File: config.mk
export PLATFORM = sky130hd
export DESIGN_NAME = config_control_pins
export DESIGN_NICKNAME = d
export VERILOG_FILES = /design/src/rtl/ccp_pkg.sv /design/src/rtl/config_control_pins.sv
export SDC_FILE = /design/constraint.sdc
export NUM_CORES = 1
export LEC_CHECK = 0
export BUFFER_PORTS_ARGS = -buffer_cell sky130_fd_sc_hd__buf_2
export CAP_MARGIN = 20
export CORE_ASPECT_RATIO = 0.8
export CORE_MARGIN = 2
export CORE_UTILIZATION = 59
export DETAILED_ROUTE_END_ITERATION = 8
export PLACE_DENSITY = 0.85
export SLEW_MARGIN = 0
export SYNTH_ARGS = -nofsm -noshare
export SYNTH_HDL_FRONTEND = slang
export SYNTH_SLANG_ARGS = --single-unit
File: constraint.sdc
create_clock -name clock -period 3.2 [get_ports clock]
set_clock_uncertainty 0.05 [all_clocks]
set_input_delay 0.32 -clock clock [delete_from_list [all_inputs] [get_ports clock]]
set_output_delay 0.32 -clock clock [all_outputs]
set_load 0.1 [all_outputs]
File: src/rtl/ccp_pkg.sv
// Constants, register map and state types of the configuration pin control.
// Assumes one 100 MHz clock and a plain register port with byte addresses.
package ccp_pkg;
	localparam int          CLK_MHZ     = 100;
	localparam int          CLEAR_NS    = 200;
	localparam int          CLEAR_CYC   = (CLEAR_NS * CLK_MHZ + 999) / 1000;
	localparam int          RB_BITS     = 64;
	localparam logic [7:0]  A_CTRL      = 8'h00;
	localparam logic [7:0]  A_DELAY     = 8'h04;
	localparam logic [7:0]  A_USE       = 8'h08;
	localparam logic [7:0]  A_STAT      = 8'h0c;
	localparam logic [7:0]  A_IRQ       = 8'h10;
	localparam logic [7:0]  A_MASK      = 8'h14;
	localparam int          B_RBEN      = 0;
	localparam int          B_GTS       = 1;
	localparam int          B_BSCAN     = 2;
	localparam int          B_HOST      = 3;
	localparam int          E_ERR       = 0;
	localparam int          E_RBDONE    = 1;
	localparam int          E_CFGEND    = 2;
	localparam logic [3:0]  M_JTAG      = 4'h5;
	localparam logic [3:0]  M_SLAVE     = 4'h7;
	localparam logic [3:0]  M_MASTER    = 4'h0;
	localparam logic [3:0]  M_ASYNC     = 4'h4;
	localparam logic [31:0] CTRL_RST    = 32'h0000_0004;
	localparam logic [31:0] DELAY_RST   = 32'h0000_0402;
	typedef enum logic [2:0] {S_CLEAR, S_WAIT, S_CONFIG, S_START, S_USER} ccp_state_t;
	typedef struct packed {
		logic [3:0] ctrl;
		logic [7:0] doneDly;
		logic [7:0] ioDly;
		logic [7:0] pllUsed;
		logic [7:0] clkUsed;
		logic [2:0] irqStat;
		logic [2:0] irqMask;
	} ccp_regs_t;
	typedef struct packed {
		logic [7:0] pllUserIo;
		logic [7:0] clkUserIo;
		logic       pllPullup;
		logic       testUserIo;
		logic       bscanEnable;
	} ccp_pins_t;
endpackage

File: src/rtl/config_control_pins.sv
// Configuration pin control: restart, init, mode capture, 3-state,
// readback, error/host interrupt pin and pin release at start-up.
// Assumes pins enter through two flip-flops here; one clock domain.
//
// What this block does
// - Program low restarts configuration, resets scan
// - Trigger low during configuration 3-states I/O
// - Option keeps trigger 3-state after configuration while readback is not enabled
// - Trigger falling edge starts readback at frame 0
// - Shared pin: readback data or test data out
// - Error pin low on memory initialization errors in JTAG, slave, master or async mode
// - Host port mode: pin is host interrupt
// - Mode inputs captured on init rising edge
// - PLL clock pins high impedance with pull-up during configuration
// - Unused PLL clock pins become user I/O
// - Unassigned primary clock pins become user I/O
// - No scan selected: scan off, test pins user after configuration
// - Done and other pins released by delays
// - Init low holds wait; device drives during clear
// - Done open-drain output goes high when complete
`timescale 1ns/1ns
module config_control_pins
	import ccp_pkg::*;
(
	input  wire logic        clock,
	input  wire logic        rst,
	input  wire logic        programRestartN,
	input  wire logic        rdCfgN,
	input  wire logic        initIn,
	output logic             initOut,
	output logic             initOe,
	output logic             doneOut,
	output logic             doneOe,
	input  wire logic [3:0]  modeIn,
	input  wire logic        cfgEngineDone,
	input  wire logic        memInitErr,
	input  wire logic        hostIrqReq,
	input  wire logic        rbBit,
	input  wire logic        scanTdo,
	output logic             rdDataTdo,
	output logic             rbActive,
	output logic [15:0]      rbFrameAddr,
	output logic             cfgIrqN,
	output logic             globalTristate,
	output logic             ioActive,
	output logic             scanReset,
	output logic [3:0]       cfgMode,
	output ccp_pins_t        pins,
	input  wire logic [7:0]  regAddr,
	input  wire logic [31:0] regWdata,
	input  wire logic        regWr,
	input  wire logic        regRd,
	output logic [31:0]      regRdata,
	output logic             irq
);
	typedef struct packed {
		logic [1:0]  prgSync;
		logic [1:0]  rdSync;
		logic [1:0]  initSync;
		logic [1:0]  errSync;
		logic        rdLast;
		logic        initLast;
		ccp_state_t  state;
		logic [15:0] cnt;
		logic        rbOn;
		logic [15:0] rbAddr;
		logic        errLatched;
		logic [3:0]  mode;
		logic [3:0]  modeSyncA;
		logic [3:0]  modeSyncB;
		logic        doneRel;
		logic        ioRel;
		logic        initDrv;
		logic        gts;
		logic        tdoQ;
		logic        irqPinN;
		logic        scanRst;
		ccp_regs_t   regs;
		ccp_pins_t   pinsQ;
		logic [31:0] rdata;
		logic        irqQ;
	} ccp_ff_t;

	ccp_ff_t st_ff;
	ccp_ff_t nxt_st;
	logic    prgLow;
	logic    rdFall;
	logic    initRise;
	logic    inCfg;
	logic    errMode;
	logic [2:0] ev;

	assign prgLow   = ~st_ff.prgSync[1];
	assign rdFall   = st_ff.rdLast & ~st_ff.rdSync[1];
	assign initRise = ~st_ff.initLast & st_ff.initSync[1];
	assign inCfg    = st_ff.state != S_USER;
	assign errMode  = st_ff.mode == M_JTAG || st_ff.mode == M_SLAVE ||
	                  st_ff.mode == M_MASTER || st_ff.mode == M_ASYNC;

	always_comb begin
		nxt_st = st_ff;
		ev = 3'h0;
		nxt_st.prgSync  = {st_ff.prgSync[0], programRestartN};
		nxt_st.rdSync   = {st_ff.rdSync[0], rdCfgN};
		nxt_st.initSync = {st_ff.initSync[0], initIn};
		nxt_st.errSync  = {st_ff.errSync[0], memInitErr};
		nxt_st.modeSyncA = modeIn;
		nxt_st.modeSyncB = st_ff.modeSyncA;
		nxt_st.rdLast   = st_ff.rdSync[1];
		nxt_st.initLast = st_ff.initSync[1];
		nxt_st.scanRst  = 1'b0;
		case (st_ff.state)
			S_CLEAR: begin
				nxt_st.initDrv = 1'b1;
				nxt_st.doneRel = 1'b0;
				nxt_st.ioRel   = 1'b0;
				if (st_ff.cnt >= 16'(CLEAR_CYC)) begin
					nxt_st.initDrv = 1'b0;
					nxt_st.state   = S_WAIT;
				end else begin
					nxt_st.cnt = st_ff.cnt + 16'h1;
				end
			end
			S_WAIT: begin
				if (initRise) begin
					nxt_st.mode  = st_ff.modeSyncB;
					nxt_st.state = S_CONFIG;
				end
			end
			S_CONFIG: begin
				if (st_ff.errSync[1] && errMode) begin
					nxt_st.errLatched = 1'b1;
				end
				if (st_ff.errSync[1] && errMode) begin
					ev[E_ERR] = 1'b1;
				end
				if (cfgEngineDone) begin
					nxt_st.cnt   = 16'h0;
					nxt_st.state = S_START;
				end
			end
			S_START: begin
				nxt_st.cnt = st_ff.cnt + 16'h1;
				if (st_ff.cnt >= {8'h0, st_ff.regs.doneDly}) begin
					nxt_st.doneRel = 1'b1;
				end
				if (st_ff.cnt >= {8'h0, st_ff.regs.ioDly}) begin
					nxt_st.ioRel = 1'b1;
				end
				if (st_ff.doneRel && st_ff.ioRel) begin
					nxt_st.state = S_USER;
					ev[E_CFGEND] = 1'b1;
				end
			end
			S_USER: begin
				if (st_ff.regs.ctrl[B_RBEN] && rdFall && !st_ff.rbOn) begin
					nxt_st.rbOn   = 1'b1;
					nxt_st.rbAddr = 16'h0;
				end else if (st_ff.rbOn) begin
					nxt_st.rbAddr = st_ff.rbAddr + 16'h1;
					if (st_ff.rbAddr == 16'(RB_BITS - 1)) begin
						nxt_st.rbOn = 1'b0;
						ev[E_RBDONE] = 1'b1;
					end
				end
			end
			default: nxt_st.state = S_CLEAR;
		endcase
		if (prgLow) begin
			nxt_st.state      = S_CLEAR;
			nxt_st.cnt        = 16'h0;
			nxt_st.scanRst    = 1'b1;
			nxt_st.rbOn       = 1'b0;
			nxt_st.errLatched = 1'b0;
			nxt_st.doneRel    = 1'b0;
			nxt_st.ioRel      = 1'b0;
		end
		if (inCfg) begin
			nxt_st.gts = ~st_ff.rdSync[1];
		end else begin
			nxt_st.gts = ~st_ff.rdSync[1] & st_ff.regs.ctrl[B_GTS] &
			             ~st_ff.regs.ctrl[B_RBEN];
		end
		nxt_st.tdoQ = st_ff.rbOn ? rbBit : scanTdo;
		nxt_st.irqPinN = st_ff.regs.ctrl[B_HOST] ? ~hostIrqReq
		                                         : ~st_ff.errLatched;
		nxt_st.pinsQ.pllPullup   = inCfg;
		nxt_st.pinsQ.pllUserIo   = inCfg ? 8'h0 : ~st_ff.regs.pllUsed;
		nxt_st.pinsQ.clkUserIo   = inCfg ? 8'h0 : ~st_ff.regs.clkUsed;
		nxt_st.pinsQ.bscanEnable = inCfg | st_ff.regs.ctrl[B_BSCAN];
		nxt_st.pinsQ.testUserIo  = ~inCfg & ~st_ff.regs.ctrl[B_BSCAN];
		nxt_st.rdata = 32'h0;
		if (regRd) begin
			case (regAddr)
				A_CTRL:  nxt_st.rdata = {28'h0, st_ff.regs.ctrl};
				A_DELAY: nxt_st.rdata = {16'h0, st_ff.regs.ioDly, st_ff.regs.doneDly};
				A_USE:   nxt_st.rdata = {16'h0, st_ff.regs.clkUsed, st_ff.regs.pllUsed};
				A_STAT:  nxt_st.rdata = {21'h0, st_ff.rbOn, st_ff.errLatched,
				                         st_ff.mode, 5'(st_ff.state)};
				A_IRQ:   nxt_st.rdata = {29'h0, st_ff.regs.irqStat};
				A_MASK:  nxt_st.rdata = {29'h0, st_ff.regs.irqMask};
				default: nxt_st.rdata = 32'h0;
			endcase
		end
		if (regWr) begin
			case (regAddr)
				A_CTRL:  nxt_st.regs.ctrl = regWdata[3:0];
				A_DELAY: {nxt_st.regs.ioDly, nxt_st.regs.doneDly} = regWdata[15:0];
				A_USE:   {nxt_st.regs.clkUsed, nxt_st.regs.pllUsed} = regWdata[15:0];
				A_IRQ:   nxt_st.regs.irqStat = st_ff.regs.irqStat & ~regWdata[2:0];
				A_MASK:  nxt_st.regs.irqMask = regWdata[2:0];
				default: nxt_st.regs = st_ff.regs;
			endcase
		end
		nxt_st.regs.irqStat = nxt_st.regs.irqStat | ev;
		nxt_st.irqQ = |(st_ff.regs.irqStat & st_ff.regs.irqMask);
	end

	always_ff @(posedge clock) begin
		if (rst) begin
			st_ff <= '0;
			st_ff.prgSync <= 2'h3;
			st_ff.rdSync <= 2'h3;
			st_ff.rdLast <= 1'b1;
			st_ff.state <= S_CLEAR;
			st_ff.initDrv <= 1'b1;
			st_ff.irqPinN <= 1'b1;
			st_ff.pinsQ.pllPullup <= 1'b1;
			st_ff.pinsQ.bscanEnable <= 1'b1;
			st_ff.regs.ctrl <= CTRL_RST[3:0];
			st_ff.regs.doneDly <= DELAY_RST[7:0];
			st_ff.regs.ioDly <= DELAY_RST[15:8];
		end else begin
			st_ff <= nxt_st;
		end
	end

	assign initOut        = 1'b0;
	assign initOe         = ~st_ff.initDrv;
	assign doneOut        = 1'b0;
	assign doneOe         = st_ff.doneRel;
	assign rdDataTdo      = st_ff.tdoQ;
	assign rbActive       = st_ff.rbOn;
	assign rbFrameAddr    = st_ff.rbAddr;
	assign cfgIrqN        = st_ff.irqPinN;
	assign globalTristate = st_ff.gts;
	assign ioActive       = st_ff.ioRel;
	assign scanReset      = st_ff.scanRst;
	assign cfgMode        = st_ff.mode;
	assign pins           = st_ff.pinsQ;
	assign regRdata       = st_ff.rdata;
	assign irq            = st_ff.irqQ;

	AST_PRG_RESTART: assert property (@(posedge clock) disable iff (rst)
		!st_ff.prgSync[1] |=> st_ff.state == S_CLEAR && scanReset)
		else $error("program low did not restart");
	AST_GTS_CFG: assert property (@(posedge clock) disable iff (rst)
		inCfg && !st_ff.rdSync[1] && $past(inCfg) |=> globalTristate)
		else $error("no 3-state during configuration");
	AST_GTS_OPT: assert property (@(posedge clock) disable iff (rst)
		!inCfg && !st_ff.regs.ctrl[B_GTS] |=> !globalTristate)
		else $error("3-state without option");
	AST_RB_START: assert property (@(posedge clock) disable iff (rst)
		st_ff.state == S_USER && st_ff.regs.ctrl[B_RBEN] && rdFall && !rbActive
		&& st_ff.prgSync[1] |=> rbActive && rbFrameAddr == 16'h0)
		else $error("readback did not start at frame 0");
	AST_RB_ONCE: assert property (@(posedge clock) disable iff (rst)
		$rose(rbActive) |-> !$past(rbActive, 2) && $past(rdFall))
		else $error("readback start without falling edge");
	AST_ERR_PIN: assert property (@(posedge clock) disable iff (rst)
		st_ff.errLatched && !st_ff.regs.ctrl[B_HOST] |=> !cfgIrqN)
		else $error("error pin not low");
	AST_MODE_CAP: assert property (@(posedge clock) disable iff (rst)
		st_ff.state == S_WAIT && initRise && st_ff.prgSync[1]
		|=> cfgMode == $past(modeIn, 3))
		else $error("mode not captured at init rise");
	AST_PLL_HIZ: assert property (@(posedge clock) disable iff (rst)
		inCfg |=> pins.pllPullup && pins.pllUserIo == 8'h0)
		else $error("PLL pins released during configuration");
	AST_RESTART_CLR: assert property (@(posedge clock) disable iff (rst)
		!st_ff.prgSync[1] |=> !rbActive ##1 cfgIrqN || st_ff.regs.ctrl[B_HOST])
		else $error("restart left readback or error");
	AST_TEST_USER: assert property (@(posedge clock) disable iff (rst)
		!inCfg && !st_ff.regs.ctrl[B_BSCAN] |=> pins.testUserIo && !pins.bscanEnable)
		else $error("test pins not user while scan unused");
	AST_SCAN_ON: assert property (@(posedge clock) disable iff (rst)
		inCfg |=> pins.bscanEnable && !pins.testUserIo)
		else $error("scan not enabled during configuration");
	AST_TDO_RB: assert property (@(posedge clock) disable iff (rst)
		rbActive |=> rdDataTdo == $past(rbBit))
		else $error("readback data not on shared pin");
	AST_TDO_SCAN: assert property (@(posedge clock) disable iff (rst)
		!rbActive |=> rdDataTdo == $past(scanTdo))
		else $error("test data not on shared pin");
	AST_HOST_IRQ: assert property (@(posedge clock) disable iff (rst)
		st_ff.regs.ctrl[B_HOST] |=> cfgIrqN != $past(hostIrqReq))
		else $error("host interrupt not on shared pin");
	AST_ERR_SET: assert property (@(posedge clock) disable iff (rst)
		st_ff.state == S_CONFIG && st_ff.errSync[1] && errMode && st_ff.prgSync[1]
		|=> st_ff.errLatched)
		else $error("memory error not latched");
	AST_PLL_USER: assert property (@(posedge clock) disable iff (rst)
		!inCfg |=> pins.pllUserIo == ~$past(st_ff.regs.pllUsed) && !pins.pllPullup)
		else $error("free PLL pins not user I/O");
	AST_CLK_USER: assert property (@(posedge clock) disable iff (rst)
		!inCfg |=> pins.clkUserIo == ~$past(st_ff.regs.clkUsed))
		else $error("free clock pins not user I/O");
	AST_CLK_HOLD: assert property (@(posedge clock) disable iff (rst)
		inCfg |=> pins.clkUserIo == 8'h0)
		else $error("clock pins user I/O during configuration");
	AST_DONE_DLY: assert property (@(posedge clock) disable iff (rst)
		st_ff.state == S_START && st_ff.cnt >= {8'h0, st_ff.regs.doneDly}
		&& st_ff.prgSync[1] |=> doneOe)
		else $error("done not released after its delay");
	AST_IO_DLY: assert property (@(posedge clock) disable iff (rst)
		st_ff.state == S_START && st_ff.cnt >= {8'h0, st_ff.regs.ioDly}
		&& st_ff.prgSync[1] |=> ioActive)
		else $error("user I/O not released after its delay");
	AST_IO_HOLD: assert property (@(posedge clock) disable iff (rst)
		st_ff.state == S_WAIT || st_ff.state == S_CONFIG |=> !ioActive && !doneOe)
		else $error("pins released before start-up");
	AST_INIT_CLEAR: assert property (@(posedge clock) disable iff (rst)
		st_ff.state == S_CLEAR && st_ff.cnt < 16'(CLEAR_CYC) |=> !initOe)
		else $error("init not driven low while clearing");
	AST_INIT_REL: assert property (@(posedge clock) disable iff (rst)
		st_ff.state == S_WAIT |-> initOe)
		else $error("init driven while waiting");
	AST_WAIT_HOLD: assert property (@(posedge clock) disable iff (rst)
		st_ff.state == S_WAIT && !initRise && st_ff.prgSync[1] |=> st_ff.state == S_WAIT)
		else $error("left wait state without init rise");
	AST_DONE_HIGH: assert property (@(posedge clock) disable iff (rst)
		st_ff.state == S_USER && st_ff.prgSync[1] |=> doneOe)
		else $error("done not released in user state");
	AST_RB_STEP: assert property (@(posedge clock) disable iff (rst)
		rbActive && rdFall && st_ff.prgSync[1] && rbFrameAddr != 16'(RB_BITS - 1)
		|=> rbActive && rbFrameAddr == $past(rbFrameAddr) + 16'h1)
		else $error("trigger edge disturbed running readback");
	AST_RB_END: assert property (@(posedge clock) disable iff (rst)
		rbActive && rbFrameAddr == 16'(RB_BITS - 1) |=> !rbActive)
		else $error("readback ran past last frame");
	AST_RESTART_REL: assert property (@(posedge clock) disable iff (rst)
		!st_ff.prgSync[1] |=> !doneOe && !ioActive)
		else $error("restart left pins released");
endmodule

==> results of run 1 <==
==> per-stage QoR <==
| stage | hold slack [ps] | utilization [%] | cells | worst slack [ps] |
|---|---|---|---|---|
| 6_report | 19.9 | 66.7 | 948 | 851 |
| 5_1_grt | 20.9 | 66.7 | 948 | 758 |
| 4_1_cts | 13.8 | 66.7 | 948 | 911 |
| 3_5_place_dp | 352 | 61.3 | 916 | 920 |
| 3_3_place_gp | 343 | 61.3 | 916 | 1020 |
| 2_1_floorplan | 339 | - | 771 | 985 |
==> power by group <==
part           internal [mW]  switching, mW
Clock                   1.09          0.823
Combinational         0.0486          0.177
Sequential              1.81         0.0112
Total                   2.95           1.01
==> per-layer routing <==
metal	vias to the layer above	part of all wire, %	GRT usage, %
met1	2450	43	32.4
met5	-	0	0
met3	40	8.4	6.43
li1	2548	-	-
met4	0	2.5	11.4
met2	234	46	39.1
==> logic make-up after synthesis <==
kind of cell	after synthesis	synth area share (%)
other	1	0.0576
adders and majority gates	19	3.65
and+or+nand+nor	286	21.3
AOI/OAI and AO/OA	134	12.8
DFF	144	44.3
xor gates and xnor gates	13	1.75
muxes	23	4.13
buffers and inverters	134	12.0
==> worst min-delay path by stage <==
| stage | depth (start not counted) | startpoint | slack (ps) | endpoint |
|---|---|---|---|---|
| floorplan | 1 | nxt_st[157] | 340 | nxt_st[151] |
| global placement | 1 | nxt_st[157] | 340 | nxt_st[151] |
| detailed placement | 1 | nxt_st[159] | 350 | st_ff[159] |
| CTS | 2 | programRestartN | 10 | nxt_st[159] |
| global route | 2 | programRestartN | 20 | nxt_st[159] |
| finish | 2 | programRestartN | 20 | nxt_st[159] |
==> cell usage in the layout (no fill, tap or decap), drive strengths merged, types with 9 or more instances in the layout <==
master / count
nand3: 14
nand4: 10
mux2i: 19
dfxtp: 144
xnor2: 12
ha: 19
conb: 18
a22oi: 14
nor3: 13
or2: 10
and3: 9
nor2b: 20
buf: 108
nor2: 79
a21oi: 62
nand2: 98
o21ai: 26
inv: 33
clkbuf: 17
==> registers in the layout, indices dropped and copies added (netlist names) <==
| register | cells |
|---|---|
| ioActive | 1 |
| scanReset | 1 |
| globalTristate | 1 |
| cfgIrqN | 1 |
| pins | 19 |
| rdDataTdo | 1 |
| cfgMode | 4 |
| nxt_st | 10 |
| regRdata | 16 |
| rbFrameAddr | 16 |
| st_ff | 71 |
| doneOe | 1 |
| irq | 1 |
| rbActive | 1 |
==> final cells by class <==
type	count	area, sq um
Sequential cell	144	2880
Timing Repair Buffer	108	553
Multi-Input combinational cell	493	2910
Clock buffer	17	425
Tap cell	144	180
Fill cell	861	3600
Inverter	27	101
Clock inverter	15	153
==> impl_metrics.tcl, run 1 <==
set metrics [dict create \
    period_share_pct 73.4 \
    cts_tree "yes" \
    fmax_mhz 426 \
    r2r_start "st_ff[147]" \
    ant_nets 0 \
    path_buf_inv 0 \
    end_kind "flip-flop" \
    die_h_um 97.9 \
    finish.instance_area_sq_um 7200 \
    diodes 0 \
    finalNetCount 866 \
    synthCells 754 \
    syn_area_sq_um 6510 \
    areaGrowthSynthToFinish_pct 10.7 \
    grt-ovfl-total 0 \
    place_congestion 0.954 \
    crit_path_cell_trace "nor3b_1 -> a211o_1 -> a2111oi_4 -> a21oi_1 -> a31o_1" \
    wirelength_um 14500 \
    yosysSeqAreaShare_pct 44.3 \
    hold_buffers 0 \
    core-area_sq_um 10800 \
    finalSetupViolations 0 \
    slew_viol_final 0 \
    netlist_top_cells_count "dfxtp_1, nand2_1, nor2_1" \
    slew_headroom_pct 42.7 \
    critical-path-slowest-cell "dfxtp_1" \
    reg2reg_slack_ps 850 \
    synth_seq_cells 144 \
    hp-class "in2reg" \
    synthTopCellsByArea "dfxtp_1, buf_4, nand2_1" \
    postSynthAreaPerCell_sq_um 8.63 \
    dpl-instance-area_sq_um 6620 \
    reg2reg_depth 5 \
    htreeDepth 4 \
    dr.pass1.iters 5 \
    critPathLaunch "st_ff[147]" \
    grt_pass1_wl_um 23400 \
    viasPerCell 5.56 \
    start_kind "flip-flop" \
    max_stage_delay_ps 660 \
    clockBufferDepth 2 \
    async_flop_share_pct 0 \
    cap_viol_max_count 0 \
    io_pins 138 \
    start_util_pct 60.2 \
    synth-edff-count 0 \
    crit_fanout 15 \
    antenna_found_initial 0 \
    drt_iter0_drc 382 \
    clk-insertion-delay-late_ps 430 \
    die_x_um 121 \
    worst_pin_slew_ps 857 \
    outcome "finished, final reports clean" \
    cts_setup_buffers 0 \
    cts-root-buf "clkbuf_16" \
    grt_usage_pct 24.9 \
    placementRows 34 \
    leakage_nw 2.95 \
    p_total_mw 3.96 \
    rsz0062_at_grt "false" \
    hold_viol 0 \
    synthFlopType "dfxtp_1" \
    ys.warnings.count 0 \
    critical_path_required_ps 3470 \
    portBuffers 103 \
    fin_tns_setup_ps 0 \
    synth_top_area_share_pct 44.3 \
    crit_end "st_ff[137]" \
    crit_cells 5 \
    grt_pass1_vias 4877 \
    drive_gt1_share_pct 19.4 \
    synth_cell_types 60 \
    min_period_ps 2350 \
    drc 0 \
    ir_drop_mv 0.500 \
    dp_hpwl_um 10100 \
    critPathTopFamily "compound AO/OA/AOI/OAI gates" \
    clk_pin_slew_ps 60 \
    grt_max_degree 47 \
    post_drt_wl_per_cell_um 15.3 \
    clock-sinks 144 \
    post_cts_resize_count 0 \
    via_count 5272 \
    numCtsBuffers 17 \
    power_per_cell_area_nw_per_um2 550 \
    cp_data_arrival_time_ps 2620 \
    reg2reg_to "st_ff[137]" \
    synth_top_area_cell "dfxtp_1" \
    worst-setup-path-type "reg2reg" \
    die_area_sq_um 11900 \
    synth.most_common_cell "dfxtp_1" \
]
Power figures use the tool's default switching activity.
==> run 2, diff against run 1 <==
Settings changed: CORE_UTILIZATION 59 to 49, PLACE_DENSITY 0.85 to 0.76.
Clock period 3.2 ns to 2.1 ns, I/O delays scaled along.
==> impl_metrics.tcl, run 2 (same netlist as run 1, synthesis figures left out) <==
set metrics [dict create \
    hp-class "in2reg" \
    min_period_ps 1970 \
    finalNetCount 910 \
    reg2reg_depth 5 \
    grt_util_met2_pct 33.7 \
    dp.cells 970 \
    die_x_um 133 \
    viasPerCell 5.17 \
    final_common_cell "dfxtp_1" \
    antenna_found_initial 0 \
    dp_hpwl_um 10500 \
    numCtsBuffers 17 \
    grt_pass1_wl_um 24600 \
    largest_reg_flops 71 \
    r2r_start "st_ff[143]" \
    dr.pass1.iters 5 \
    cap_viol_max_count 0 \
    cts-root-buf "clkbuf_16" \
    grt_use_met3_pct 5.48 \
    fin_tns_setup_ps 0 \
    end_kind "flip-flop" \
    drive_gt1_share_pct 21.2 \
    clockBufferDepth 2 \
    diodes 0 \
    start_kind "flip-flop" \
    fillers 1131 \
    fin_hold_ws_ps 22.5 \
    grt_usage_pct 22.0 \
    core-area_sq_um 12900 \
    top_register "st_ff" \
    reg2reg_to "st_ff[144]" \
    critical_path_required_ps 2400 \
    via_count 5290 \
    wirelength_um 15000 \
    slew_headroom_pct 49.4 \
    cp_data_arrival_time_ps 2270 \
    die_h_um 107 \
    finalSetupViolations 0 \
    crit_fanout 6 \
    reg2reg_slack_ps 130 \
    max_stage_delay_ps 500 \
    p_total_mw 6.37 \
    min_delay_path_depth 3 \
    min_delay_worst_endpoint "st_ff[85]" \
    power_per_cell_area_nw_per_um2 827 \
    drc 0 \
    areaGrowthSynthToFinish_pct 18.5 \
    start_util_pct 50.4 \
    crit_path_cell_trace "nor4_4 -> nand4_4 -> a21o_1 -> or4_1 -> a21oi_1" \
    worst_pin_slew_ps 754 \
    io_pins 138 \
    clock-sinks 144 \
    placementRows 37 \
    final_cells 1023 \
    clk-insertion-delay-late_ps 420 \
    leakage_nw 3.19 \
    htreeDepth 4 \
    clk_pin_slew_ps 60 \
    grt_pass1_vias 4938 \
    hold_viol 0 \
    worst-setup-path-type "reg2reg" \
    ir_drop_mv 0.592 \
    slew_viol_final 0 \
    period_share_pct 93.8 \
    cts_tree "yes" \
    fmax_mhz 508 \
    grt-ovfl-total 0 \
    critical-path-slowest-cell "or4_1" \
    fin_util_pct 59.7 \
    outcome "finished, final reports clean" \
    layout_common_cells "dfxtp_1, buf_2, nand2_1" \
    grt_use_met1_pct 30.3 \
    place_congestion 0.883 \
    hp-start "regWdata[3]" \
    die_area_sq_um 14200 \
    post_drt_wl_per_cell_um 14.6 \
    cts_setup_buffers 0 \
    ant_nets 0 \
    busiest_layer "met2" \
    drt_iter0_drc 503 \
    portBuffers 103 \
    grt_max_degree 47 \
    rsz0062_at_grt "true" \
]
run 2: cell count changes in the layout (fill, tap and decap cells not counted), moves of 2 or more:
cell,change
bufinv_16,+3
buf_4,+22
dlygate4sd3_1,+21
clkinvlp_4,-2
inv_8,-2
run 2: metrics by stage:
step | area, sq um | worst slack, ps
4_1_cts | 7690 | 108
5_1_grt | 7710 | -1.35
3_3_place_gp | 6850 | 152
2_1_floorplan | 6570 | 189
6_report | 7710 | 130
3_5_place_dp | 6850 | 111
run 2: worst max path at each step:
stage,start,end,slack [ps]
final,st_ff[143],st_ff[144],130
after global placement,st_ff[146],st_ff[144],150
after CTS,st_ff[146],st_ff[144],110
after detailed placement,st_ff[146],st_ff[144],110
after global routing,st_ff[143],st_ff[142],-1
after floorplan,st_ff[146],st_ff[137],190
run 2: critical path, delay by kind of cell (launching register included):
kind | cells | cell delay (ps)
AOI/OAI and AO/OA | 2 | 420
and+or+nand+nor | 3 | 1060
DFF | 1 | 370
run 2: cell type report:
class	count	area, sq um	share of cell area (%)
Inverter	27	101	1.31
Tap cell	175	219	2.84
Multi-Input combinational cell	493	2920	37.9
Sequential cell	144	2880	37.4
Timing Repair Buffer	152	948	12.3
Clock inverter	14	205	2.66
Clock buffer	18	429	5.57
run 2: metal layers:
layer / vias up / share of wire (%)
met2: 191 / 44
met1: 2445 / 47
met5: - / 0
met3: 29 / 7.3
met4: 0 / 2.1
li1: 2625 / -
run 2: power by group:
group	internal, mW	switching [mW]	leakage, nW
Sequential	2.75	0.00886	1.16
Clock	2.01	1.20	0.308
Combinational	0.110	0.287	1.72
run 2: timing repair:
item	CTS	global route
endpoints found under the hold margin	28	0
resized for setup	0	2
endpoints found under the setup margin	0	6
hold buffers	21	0
